**config.mk**
```make
export PLATFORM = sky130hd
export DESIGN_NAME = match_timer
export DESIGN_NICKNAME = d
export VERILOG_FILES = /design/src/core/match_timer_pkg.sv /design/src/core/match_timer.sv
export VERILOG_INCLUDE_DIRS = /design/src /design/src/core
export SDC_FILE = /design/constraint.sdc
export NUM_CORES = 1
export LEC_CHECK = 0
export BUFFER_PORTS_ARGS = -buffer_cell sky130_fd_sc_hd__buf_2
export CORE_ASPECT_RATIO = 1.2
export CORE_MARGIN = 3
export CORE_UTILIZATION = 35
export CTS_CLUSTER_SIZE = 28
export DETAILED_ROUTE_END_ITERATION = 8
export PLACE_DENSITY = 0.57
export SETUP_SLACK_MARGIN = 0.02
export SYNTH_ARGS = -nofsm -noshare
export SYNTH_HDL_FRONTEND = slang
export SYNTH_SLANG_ARGS = --single-unit
```
**constraint.sdc**
```tcl
create_clock -name aclk -period 2 [get_ports aclk]
set_clock_uncertainty 0.1 [all_clocks]
set_input_delay 0.2 -clock aclk [delete_from_list [all_inputs] [get_ports aclk]]
set_output_delay 0.2 -clock aclk [all_outputs]
set_load 0.02 [all_outputs]
```
**src/core/match_timer_regs.svh**
```systemverilog
// register offsets, field positions, reset values and the warm-up compare shift of the match timer
// assumes a 32-bit AXI4-Lite slave with one aligned word per register
`ifndef MATCH_TIMER_REGS_SVH
`define MATCH_TIMER_REGS_SVH

`define OFF_CONTROL 12'h000
`define OFF_MATCH_LOW 12'h004
`define OFF_MATCH_HIGH 12'h008
`define OFF_COUNT 12'h00C
`define OFF_IRQ_STATUS 12'h010
`define OFF_IRQ_MASK 12'h014
`define OFF_POWER 12'h018

// control word fields
`define CTL_RUN_BIT 5
`define CTL_MODE_LSB 3
`define CTL_CLK_LSB 0
`define CTL_RESET 8'h00

`define MATCH_RESET 16'hFFFF
`define WARM_SHIFT 11

// power word fields: bit 0 slow2 state, bit 1 stop entry
`define PWR_SLOW2_BIT 0
`define PWR_STOP_BIT 1

`endif

```
**src/core/match_timer_pkg.sv**
```systemverilog
// types shared by the match timer core
// assumes the register header supplies all numeric constants
package match_timer_pkg;
    typedef enum logic [1:0] {
        MODE_TIMER = 2'b00,
        MODE_EVENT = 2'b01,
        MODE_WINDOW = 2'b10,
        MODE_RSVD = 2'b11
    } mode_t;

    typedef enum logic [1:0] {
        BUS_IDLE = 2'b00,
        BUS_WRESP = 2'b01,
        BUS_RRESP = 2'b10
    } bus_state_t;
endpackage

```
**src/core/match_timer.sv**
```systemverilog
// sixteen-bit match timer with AXI4-Lite register access
// assumes aclk at 200 MHz, count clocks and pin arrive asynchronous to aclk
`timescale 1ns/1ps
`include "match_timer_regs.svh"

// Functional notes
// - a lone half write leaves the active compare value unchanged, except a high write with the fast clock in SLOW2.
// - comparator keeps old value until high half write, then adopts both halves.
// - control bits 7, 6 and 1 read back undefined; here zero.
// - undivided fast clock allowed only in timer mode during SLOW2.
// - STOP entry clears run request; software must restart afterwards.
// - three modes: timer, event counter, window.
// - timer mode on oscillator clocks can time oscillator warm-up.
// - timer counts selected clock; on match raise interrupt, clear, continue.
// - fast clock in SLOW2 compares upper five bits only.
// - event mode counts pin rising edges; match raises interrupt, clears counter.
// - event mode match check happens on pin falling edge.
// - window mode counts internal clock only while pin high; match clears.
module match_timer (
    input wire logic aclk,
    input wire logic aresetn,
    input wire logic [11:0] s_axi_awaddr,
    input wire logic s_axi_awvalid,
    output logic s_axi_awready,
    input wire logic [31:0] s_axi_wdata,
    input wire logic [3:0] s_axi_wstrb,
    input wire logic s_axi_wvalid,
    output logic s_axi_wready,
    output logic [1:0] s_axi_bresp,
    output logic s_axi_bvalid,
    input wire logic s_axi_bready,
    input wire logic [11:0] s_axi_araddr,
    input wire logic s_axi_arvalid,
    output logic s_axi_arready,
    output logic [31:0] s_axi_rdata,
    output logic [1:0] s_axi_rresp,
    output logic s_axi_rvalid,
    input wire logic s_axi_rready,
    input wire logic [7:0] count_clock_taps,
    input wire logic count_input_pin,
    output logic match_irq
);
    import match_timer_pkg::*;

    // ************************************************************
    // state
    // ************************************************************
    typedef struct packed {
        bus_state_t bus;
        logic awready;
        logic wready;
        logic arready;
        logic bvalid;
        logic rvalid;
        logic aw_got;
        logic w_got;
        logic [11:0] awaddr;
        logic [31:0] wdata;
        logic [3:0] wstrb;
        logic [31:0] rdata;
        logic [1:0] resp;
        logic run_request;
        mode_t mode;
        logic [2:0] count_clock_select;
        logic [15:0] match_value;
        logic [7:0] low_pending;
        logic low_written;
        logic slow2;
        logic [15:0] count;
        logic [2:0] tap_sync;
        logic [2:0] pin_sync;
        logic tap_level;
        logic pin_level;
        logic [1:0] irq_status;
        logic [1:0] irq_mask;
        logic irq;
    } state_t;

    state_t s_r;
    state_t s_nxt;

    // ************************************************************
    // helpers
    // ************************************************************
    function automatic logic is_match(input logic [15:0] cnt, input logic [15:0] cmp, input logic upper_only);
        if (upper_only) begin
            is_match = cnt[15:`WARM_SHIFT] == cmp[15:`WARM_SHIFT];
        end else begin
            is_match = cnt == cmp;
        end
    endfunction

    function automatic logic [7:0] merge_byte(input logic [7:0] old, input logic [7:0] data, input logic en);
        merge_byte = en ? data : old;
    endfunction

    logic wr_go;
    logic upper_only;
    logic tap_rise;
    logic pin_rise;
    logic pin_fall;
    logic stop_req;
    logic hit;
    logic fast_ok;
    logic [7:0] mask_byte;

    always_comb begin
        s_nxt = s_r;
        mask_byte = merge_byte({6'h00, s_r.irq_mask}, s_r.wdata[7:0], s_r.wstrb[0]);
        wr_go = s_r.aw_got && s_r.w_got && s_r.bus == BUS_IDLE;
        // tap 4 is the undivided fast clock
        fast_ok = s_r.count_clock_select != 3'h4 || (s_r.slow2 && s_r.mode == MODE_TIMER);
        upper_only = s_r.count_clock_select == 3'h4 && s_r.slow2;
        // synchroniser: only stages 1 and 2 are compared
        s_nxt.tap_sync = {s_r.tap_sync[1:0], count_clock_taps[s_r.count_clock_select]};
        s_nxt.pin_sync = {s_r.pin_sync[1:0], count_input_pin};
        if (s_r.tap_sync[2] == s_r.tap_sync[1]) begin
            s_nxt.tap_level = s_r.tap_sync[2];
        end
        if (s_r.pin_sync[2] == s_r.pin_sync[1]) begin
            s_nxt.pin_level = s_r.pin_sync[2];
        end
        tap_rise = s_nxt.tap_level && !s_r.tap_level;
        pin_rise = s_nxt.pin_level && !s_r.pin_level;
        pin_fall = !s_nxt.pin_level && s_r.pin_level;
        hit = 1'b0;
        stop_req = 1'b0;

        // ************************************************************
        // bus slave
        // ************************************************************
        s_nxt.irq_status = s_r.irq_status;
        if (s_axi_awvalid && s_axi_awready) begin
            s_nxt.aw_got = 1'b1;
            s_nxt.awaddr = s_axi_awaddr;
        end
        if (s_axi_wvalid && s_axi_wready) begin
            s_nxt.w_got = 1'b1;
            s_nxt.wdata = s_axi_wdata;
            s_nxt.wstrb = s_axi_wstrb;
        end
        if (wr_go) begin
            s_nxt.aw_got = 1'b0;
            s_nxt.w_got = 1'b0;
            s_nxt.bus = BUS_WRESP;
            s_nxt.resp = 2'h0;
            case ({s_r.awaddr[11:2], 2'h0})
                `OFF_CONTROL: begin
                    if (s_r.wstrb[0]) begin
                        s_nxt.run_request = s_r.wdata[`CTL_RUN_BIT];
                        s_nxt.mode = mode_t'(s_r.wdata[`CTL_MODE_LSB +: 2]);
                        s_nxt.count_clock_select = s_r.wdata[`CTL_CLK_LSB +: 3];
                    end
                end
                `OFF_MATCH_LOW: begin
                    // held aside so a lone low write never reaches the comparator
                    if (s_r.wstrb[0]) begin
                        s_nxt.low_pending = s_r.wdata[7:0];
                        s_nxt.low_written = 1'b1;
                    end
                end
                `OFF_MATCH_HIGH: begin
                    if (s_r.wstrb[0] && (s_r.low_written || upper_only)) begin
                        s_nxt.match_value = {s_r.wdata[7:0], upper_only && !s_r.low_written ?
                            s_r.match_value[7:0] : s_r.low_pending};
                        s_nxt.low_written = 1'b0;
                    end
                end
                `OFF_IRQ_MASK: begin
                    s_nxt.irq_mask = mask_byte[1:0];
                end
                `OFF_POWER: begin
                    if (s_r.wstrb[0]) begin
                        s_nxt.slow2 = s_r.wdata[`PWR_SLOW2_BIT];
                        stop_req = s_r.wdata[`PWR_STOP_BIT];
                    end
                end
                `OFF_COUNT, `OFF_IRQ_STATUS: begin
                end
                default: begin
                    s_nxt.resp = 2'h2;
                end
            endcase
        end
        if (s_r.bus == BUS_WRESP && s_axi_bready) begin
            s_nxt.bus = BUS_IDLE;
        end
        if (s_r.bus == BUS_IDLE && !wr_go && s_axi_arvalid) begin
            s_nxt.bus = BUS_RRESP;
            s_nxt.resp = 2'h0;
            s_nxt.rdata = 32'h0;
            case ({s_axi_araddr[11:2], 2'h0})
                // bits 7, 6 and 1 are don't-care; zero keeps reads stable
                `OFF_CONTROL: s_nxt.rdata[7:0] = {2'h0, s_r.run_request, s_r.mode, s_r.count_clock_select[2],
                    1'b0, s_r.count_clock_select[0]};
                `OFF_MATCH_LOW: s_nxt.rdata[7:0] = s_r.match_value[7:0];
                `OFF_MATCH_HIGH: s_nxt.rdata[7:0] = s_r.match_value[15:8];
                `OFF_COUNT: s_nxt.rdata[15:0] = s_r.count;
                `OFF_IRQ_STATUS: s_nxt.rdata[1:0] = s_r.irq_status;
                `OFF_IRQ_MASK: s_nxt.rdata[1:0] = s_r.irq_mask;
                `OFF_POWER: s_nxt.rdata[1:0] = {1'b0, s_r.slow2};
                default: s_nxt.resp = 2'h2;
            endcase
        end
        if (s_r.bus == BUS_RRESP && s_axi_rready) begin
            s_nxt.bus = BUS_IDLE;
        end

        // ************************************************************
        // counter
        // ************************************************************
        if (stop_req) begin
            s_nxt.run_request = 1'b0;
        end
        if (!s_r.run_request) begin
            s_nxt.count = 16'h0000;
        end else if (fast_ok) begin
            // fast clock outside timer mode in slow2 freezes the count instead of racing it
            case (s_r.mode)
                MODE_TIMER: begin
                    if (tap_rise && fast_ok) begin
                        if (is_match(s_r.count, s_r.match_value, upper_only)) begin
                            s_nxt.count = 16'h0000;
                            hit = 1'b1;
                        end else begin
                            s_nxt.count = s_r.count + 16'h0001;
                        end
                    end
                end
                MODE_EVENT: begin
                    if (pin_rise) begin
                        s_nxt.count = s_r.count + 16'h0001;
                    end
                    if (pin_fall && is_match(s_r.count, s_r.match_value, 1'b0)) begin
                        s_nxt.count = 16'h0000;
                        hit = 1'b1;
                    end
                end
                MODE_WINDOW: begin
                    if (tap_rise && s_r.pin_level) begin
                        if (is_match(s_r.count, s_r.match_value, 1'b0)) begin
                            s_nxt.count = 16'h0000;
                            hit = 1'b1;
                        end else begin
                            s_nxt.count = s_r.count + 16'h0001;
                        end
                    end
                end
                default: begin
                end
            endcase
        end

        // ************************************************************
        // interrupts
        // ************************************************************
        if (s_r.bus == BUS_IDLE && !wr_go && s_axi_arvalid && {s_axi_araddr[11:2], 2'h0} == `OFF_IRQ_STATUS) begin
            s_nxt.irq_status = 2'h0;
        end
        // set wins over read-clear
        if (hit) begin
            s_nxt.irq_status[0] = 1'b1;
        end
        if (stop_req && s_r.run_request) begin
            s_nxt.irq_status[1] = 1'b1;
        end
        s_nxt.irq = |(s_nxt.irq_status & s_nxt.irq_mask);

        // ************************************************************
        // registered bus handshake outputs
        // ************************************************************
        // taken from the next state so the flops always agree with the live handshake state
        s_nxt.awready = !s_nxt.aw_got;
        s_nxt.wready = !s_nxt.w_got;
        s_nxt.arready = s_nxt.bus == BUS_IDLE && !(s_nxt.aw_got && s_nxt.w_got);
        s_nxt.bvalid = s_nxt.bus == BUS_WRESP;
        s_nxt.rvalid = s_nxt.bus == BUS_RRESP;
    end

    always_ff @(posedge aclk) begin
        if (!aresetn) begin
            s_r <= '0;
            s_r.match_value <= `MATCH_RESET;
            s_r.mode <= MODE_TIMER;
            s_r.bus <= BUS_IDLE;
            // ready lines stand high in reset so the first request is taken at once
            s_r.awready <= 1'b1;
            s_r.wready <= 1'b1;
            s_r.arready <= 1'b1;
        end else begin
            s_r <= s_nxt;
        end
    end

    assign s_axi_awready = s_r.awready;
    assign s_axi_wready = s_r.wready;
    assign s_axi_bvalid = s_r.bvalid;
    assign s_axi_bresp = s_r.resp;
    assign s_axi_arready = s_r.arready;
    assign s_axi_rvalid = s_r.rvalid;
    assign s_axi_rdata = s_r.rdata;
    assign s_axi_rresp = s_r.resp;
    assign match_irq = s_r.irq;

    // ************************************************************
    // checks
    // ************************************************************
    a_stop_clears_run: assert property (@(posedge aclk) disable iff (!aresetn)
        stop_req |=> !s_r.run_request) else $error("stop did not clear run");
    a_idle_counter_zero: assert property (@(posedge aclk) disable iff (!aresetn)
        !s_r.run_request |=> s_r.count == 16'h0000) else $error("stopped counter not zero");
    a_hit_sets_irq: assert property (@(posedge aclk) disable iff (!aresetn)
        hit |=> s_r.irq_status[0] && s_r.count == 16'h0000) else $error("match lost");
    a_low_alone_holds: assert property (@(posedge aclk) disable iff (!aresetn)
        wr_go && {s_r.awaddr[11:2], 2'h0} == `OFF_MATCH_LOW |=> $stable(s_r.match_value))
        else $error("low write changed compare");
    a_high_adopts_both: assert property (@(posedge aclk) disable iff (!aresetn)
        wr_go && s_r.wstrb[0] && s_r.low_written && {s_r.awaddr[11:2], 2'h0} == `OFF_MATCH_HIGH
        |=> s_r.match_value == {$past(s_r.wdata[7:0]), $past(s_r.low_pending)})
        else $error("compare not adopted");
    a_event_fall_only: assert property (@(posedge aclk) disable iff (!aresetn)
        hit && s_r.mode == MODE_EVENT |-> pin_fall) else $error("event match off fall");
    a_event_rise_count: assert property (@(posedge aclk) disable iff (!aresetn)
        s_r.run_request && fast_ok && s_r.mode == MODE_EVENT && pin_rise
        |=> s_r.count == $past(s_r.count) + 16'h0001) else $error("event count missed");
    a_window_gated: assert property (@(posedge aclk) disable iff (!aresetn)
        s_r.mode == MODE_WINDOW && !s_r.pin_level && s_r.run_request |=> s_r.count == $past(s_r.count))
        else $error("window counted while low");
    a_fast_timer_only: assert property (@(posedge aclk) disable iff (!aresetn)
        s_r.count_clock_select == 3'h4 && !s_r.slow2 && s_r.run_request |=> $stable(s_r.count))
        else $error("fast clock used outside slow2");
    a_upper_bits_match: assert property (@(posedge aclk) disable iff (!aresetn)
        s_r.run_request && s_r.mode == MODE_TIMER && upper_only && tap_rise &&
        s_r.count[15:`WARM_SHIFT] == s_r.match_value[15:`WARM_SHIFT] |=> s_r.count == 16'h0000) else $error("upper match missed");
    a_ctl_loose_zero: assert property (@(posedge aclk) disable iff (!aresetn)
        s_axi_arvalid && s_axi_arready && {s_axi_araddr[11:2], 2'h0} == `OFF_CONTROL
        |=> s_r.rdata[7:6] == 2'h0 && !s_r.rdata[1]) else $error("loose control bits not zero");
    a_irq_masked: assert property (@(posedge aclk) disable iff (!aresetn)
        match_irq |-> |(s_r.irq_status & s_r.irq_mask)) else $error("irq without cause");
endmodule

```
Word level (Yosys, flattened, before mapping):

Index checks and enable logic that the tools add are counted.

* flip-flop bits (word level): 109
* bits of input ports: 76

* add/sub/neg operators: 1
* magnitude comparators: 1
* eq/ne operators: 29
* mux-type cells: 65
* bitwise operators: 3
* reductions and logical operators: 52

Operator list (count)
* $mux W16: 8
* $eq A10 B3 Y1 const B: 6
* $pmux W16 S3: 1
* $eq A10 B2 Y1 const B: 4
* $mux W34: 1
* $mux W1: 32
* $mux W2: 12
* $mux W8: 3
* $pmux W6 S4: 1
* $logic_and A1 B1 Y1: 22
* $eq A10 B1 Y1 const B: 2
* $logic_not A10 Y1: 2
* $add A16 B1 Y16 const B: 1
* $eq A16 B16 Y1: 1
* $pmux W2 S7: 1
* $reduce_or A7 Y1: 2
* $mux W6: 2
* $reduce_and A3 Y1: 4
* $mux W9: 1
* $logic_not A1 Y1: 8
* $reduce_and A4 Y1: 2
* $eq A2 B1 Y1 const B: 3
* $eq A2 B2 Y1 const B: 3
* $logic_not A2 Y1: 3
* 18 further kinds: 26

Depth between registers and ports, before layout:

* word-level depth: 16
* depth in mapped cells: 10
* mapped depth without buffers: 9

Least setup slack after synthesis:

Ideal clock, no wire load.

* path type: flip-flop to flip-flop
* from: reg s_r[58] (netlist bit)
* to: reg s_r[14] (netlist bit)
* setup time: 62 ps
* data arrival time: 2042 ps
* slack: -204 ps
* cell stages (with the launch flop): 11
* period minus slack after synthesis: 2204 ps
* cell sequence: dfxtp_1 inv_1 ha_1 nand4b_1 a21oi_1 o2111a_1 a31oi_4 nor2_1 a211o_4 buf_6 nor2_2

* longest elaborated chain between the ends: 6
* elaborated cells between the ends (all ways): 12

RTL lines
* from (decl): RTL line match_timer.sv:79 `state_t s_r;`
* from (signal assigned): RTL line match_timer.sv:291 `s_r <= s_nxt;`
* $logic_not A2 Y1: RTL line match_timer.sv:112, match_timer.sv:219
* $logic_and A1 B1 Y1: RTL line match_timer.sv:112 `fast_ok = s_r.count_clock_select != 3'h4 || (s_r.slow2 && s_r.mode == MODE_TIMER);`
* $logic_or A1 B1 Y1: RTL line match_timer.sv:112
* $logic_and A1 B1 Y1: RTL line match_timer.sv:221 `if (tap_rise && fast_ok) begin`
* $ne A2 B1 Y1 (no source line)
* $reduce_and A5 Y1 (no source line)

Several ways; a longest one is shown, not always the timed one.
A chain may end at the register's enable or synchronous reset.

Worst setup path after layout:

* from: reg s_r[59] (netlist bit)
* to: reg s_r[14] (netlist bit)

Same word-level chain as after synthesis.

==> out/results.txt <==
status - finished, violations left
failing checks - setup timing
Avg WL per Cell - 14.9 um
library cells used by synthesis - 54
Yosys warnings - 0
sequential fraction of the synthesis area - 0.417
core area - 14000 sq um
kind of critical path - reg2reg
DRC viols - 0
first-pass GRT wire length - 20600 um
fraction of final layout cells sized beyond drive strength 1 - 0.341
Inst Count DP - 822
clk_lat worst skew - 0.35 ns
Startpoint Class - flip-flop
CTS max path bufs - 2
CP dominant cell by count - buf_6
unrepaired setup endpoints after global routing - true
vias in the first global route - 4095
Final WS setup - -0.142 ns
CP arrival - 2.29 ns
ys flop type - dfxtp_1
Layout Area Growth over Synthesis - 30.9%
Antenna Cells - 0
Final Cycle Share - 1.07
Clock power frac - 0.401
htree depth - 3
drt initial violations - 177
setup TNS - -1.87 ns
die height - 138 um
clock sinks - 106
Initial Util - 0.364
GRT Util Overall - 0.162
GRT overflow - 0
Post-Syn Instances - 560
DR pass1 iterations - 4
RePlAce Congestion - 0.887
Max Clk Rate - 467 MHz
crit path max fanout - 6
Setup crit end kind - flip-flop
Final Hold Fails - 0
PortBufs - 68
CP max stage cell - dfxtp_4
die area - 16000 sq um
synthesized area - 5090 sq um
Net Sw Power - 1.10 mW
DR vias/cell - 4.79
final std cells w/o fill - 858
class of the most critical hold timing path - in2reg
pwr dens - 646 nW/um^2
Syn Area/Cell - 9.09 sq um
pin count of the biggest net entering global routing - 50
die width - 116 um
nets - 763
Worst EP required - 2.14 ns
initial antenna violation count - 0
Core Rows - 47
Tmin final - 2.14 ns
Seq pwr share - 0.511
CTS tree - yes
clock slew at reported path FFs - 0.08 ns
Gate power share - 0.088
clock root cell - clkbuf_16
Via Count - 4111
Cell Int Power - 3.20 mW
pins over their slew limit - 0
fraction of registers with async set/reset - 0
Synth Register Bits - 106
setup violators final - 18
Sw Share - 0.256
Boundary Pins - 118
Leakage - 2.64 nW
CP cell instances - inv_4 > ha_4 > nand4b_1 > a21oi_2 > o2111a_1 > a31oi_4 > buf_6 > buf_6 > mux2i_1 > nor2_2
VDD IR max - 430 uV
DRT antenna net count - 0
Post-Route WL - 12800 um
Max Cap Violations - 0
Hold WS - 0.00903 ns
EDFF count, synth - 0
TritonCTS Buffers - 9
CP max stage delay - 0.38 ns
post-DP HPWL - 9710 um
-- layout by cell type (no fill, tap or decap), drive strengths merged, types with 5 or more instances in the layout --
cell type and instances:
and3 5, nor3 16, clkbuf 9, dlygate4sd3 15
xnor2 28, mux4 7, nor2 35, inv 13
nand4 10, nand3 22, a21boi 27, nor4 5
buf 139, dfxtp 106, ha 5, nor2b 30
a22oi 14, conb 18, o21ai 6, mux2i 28
and2 12, nand2 90
-- metrics by stage --
stage	util	cell area [sq um]	power [mW]	worst slack [ns]
floorplan	-	5200	2.49	-0.0545
CTS	0.466	6520	4.36	-0.136
finish	0.476	6670	4.30	-0.142
global route	0.476	6670	4.47	-0.214
global placement	0.421	5900	2.59	-0.0749
detailed placement	0.421	5900	2.60	-0.166
-- state kept, by name (all words and copies together) (netlist names) --
register,flops
s_nxt,4
s_axi_wready,1
s_axi_rvalid,1
match_irq,1
s_r,79
s_axi_awready,1
s_axi_arready,1
s_axi_bvalid,1
s_axi_bresp,1
s_axi_rdata,16
-- critical path: cells and delay by family (launching register included) --
family	cells	cell delay, ns
AO/OA/AOI/OAI	3	0.65
adder cells (fa/ha/maj)	1	0.15
AND/OR/NAND/NOR	2	0.18
multiplexers	1	0.22
flip-flops	1	0.38
buffers and inverters	3	0.35
-- per-layer routing --
metal  global-route usage  part of all wire
met1                0.205              0.43
met2                0.280              0.52
met3               0.0210             0.032
met4               0.0538             0.020
met5                    0                 0
-- final timing paths --
kind	from	endpoint	slack [ns]	cells after the start
setup / recovery	s_r[59]	s_r[14]	-0.14	10
hold / removal	s_axi_awaddr[2]	s_r[133]	0.009	3
setup reg to reg	s_r[59]	s_r[14]	-0.14	10
hold reg to reg	s_nxt[8]	s_nxt[9]	0.33	1
-- repair_timing --
action / 4_1_cts / 5_1_grt
buffers inserted: 1 / 2
gates resized for setup: 34 / 30
setup endpoints to repair: 35 / 43
endpoints found under the hold margin: 15 / 0
gates cloned: 2 / 0
pin swaps: 14 / 8
hold buffers: 15 / 0
-- synthesized netlist by cell type (all sizes together) (5+ instances only) --
master    n  area share
clkbuf   18       0.013
dfxtp   106        0.42
nand2    90       0.066
a22oi    14       0.021
o21ai     6      0.0059
and3      5      0.0071
buf      43       0.062
xnor2    28       0.048
nor2b    30       0.037
ha        5       0.012
nor3     16       0.017
mux2i    28       0.055
a21boi   27       0.040
and2     12       0.015
inv      11      0.0081
nand3    22       0.022
mux4      7       0.031
nand4    10       0.012
nor2     35       0.031
nor4      5       0.010
-- layout make-up --
class	instances	area [sq um]
inverters	11	46.3
well taps	171	214
flip-flops and latches	106	2140
fillers	1342	7330
clock buffers	9	225
clock inverters	7	70.1
multi-input cells	400	2900
repair buffers	154	1070
-- power by group through the flow --
stage | registers [mW] | clock network [mW] | logic (mW)
floorplan | 2.25 | 0 | 0.241
global placement | 2.24 | 0 | 0.344
detailed placement | 2.25 | 0 | 0.350
CTS | 2.20 | 1.79 | 0.377
global route | 2.21 | 1.85 | 0.418
finish | 2.20 | 1.72 | 0.378
-- logic make-up (layout without fill, tap and decap cells) --
group | count (synthesis) | in the layout | share of synthesized area
buffers and inverters | 72 | 181 | 0.0831
xor gates and xnor gates | 31 | 31 | 0.0533
and+or+nand+nor | 239 | 239 | 0.238
AOI/OAI and AO/OA | 67 | 68 | 0.101
muxes | 39 | 39 | 0.0949
DFF | 106 | 106 | 0.417
other | 1 | 18 | 0.000737
adders and majority gates | 5 | 5 | 0.0123
Power figures use the tool's default switching activity.
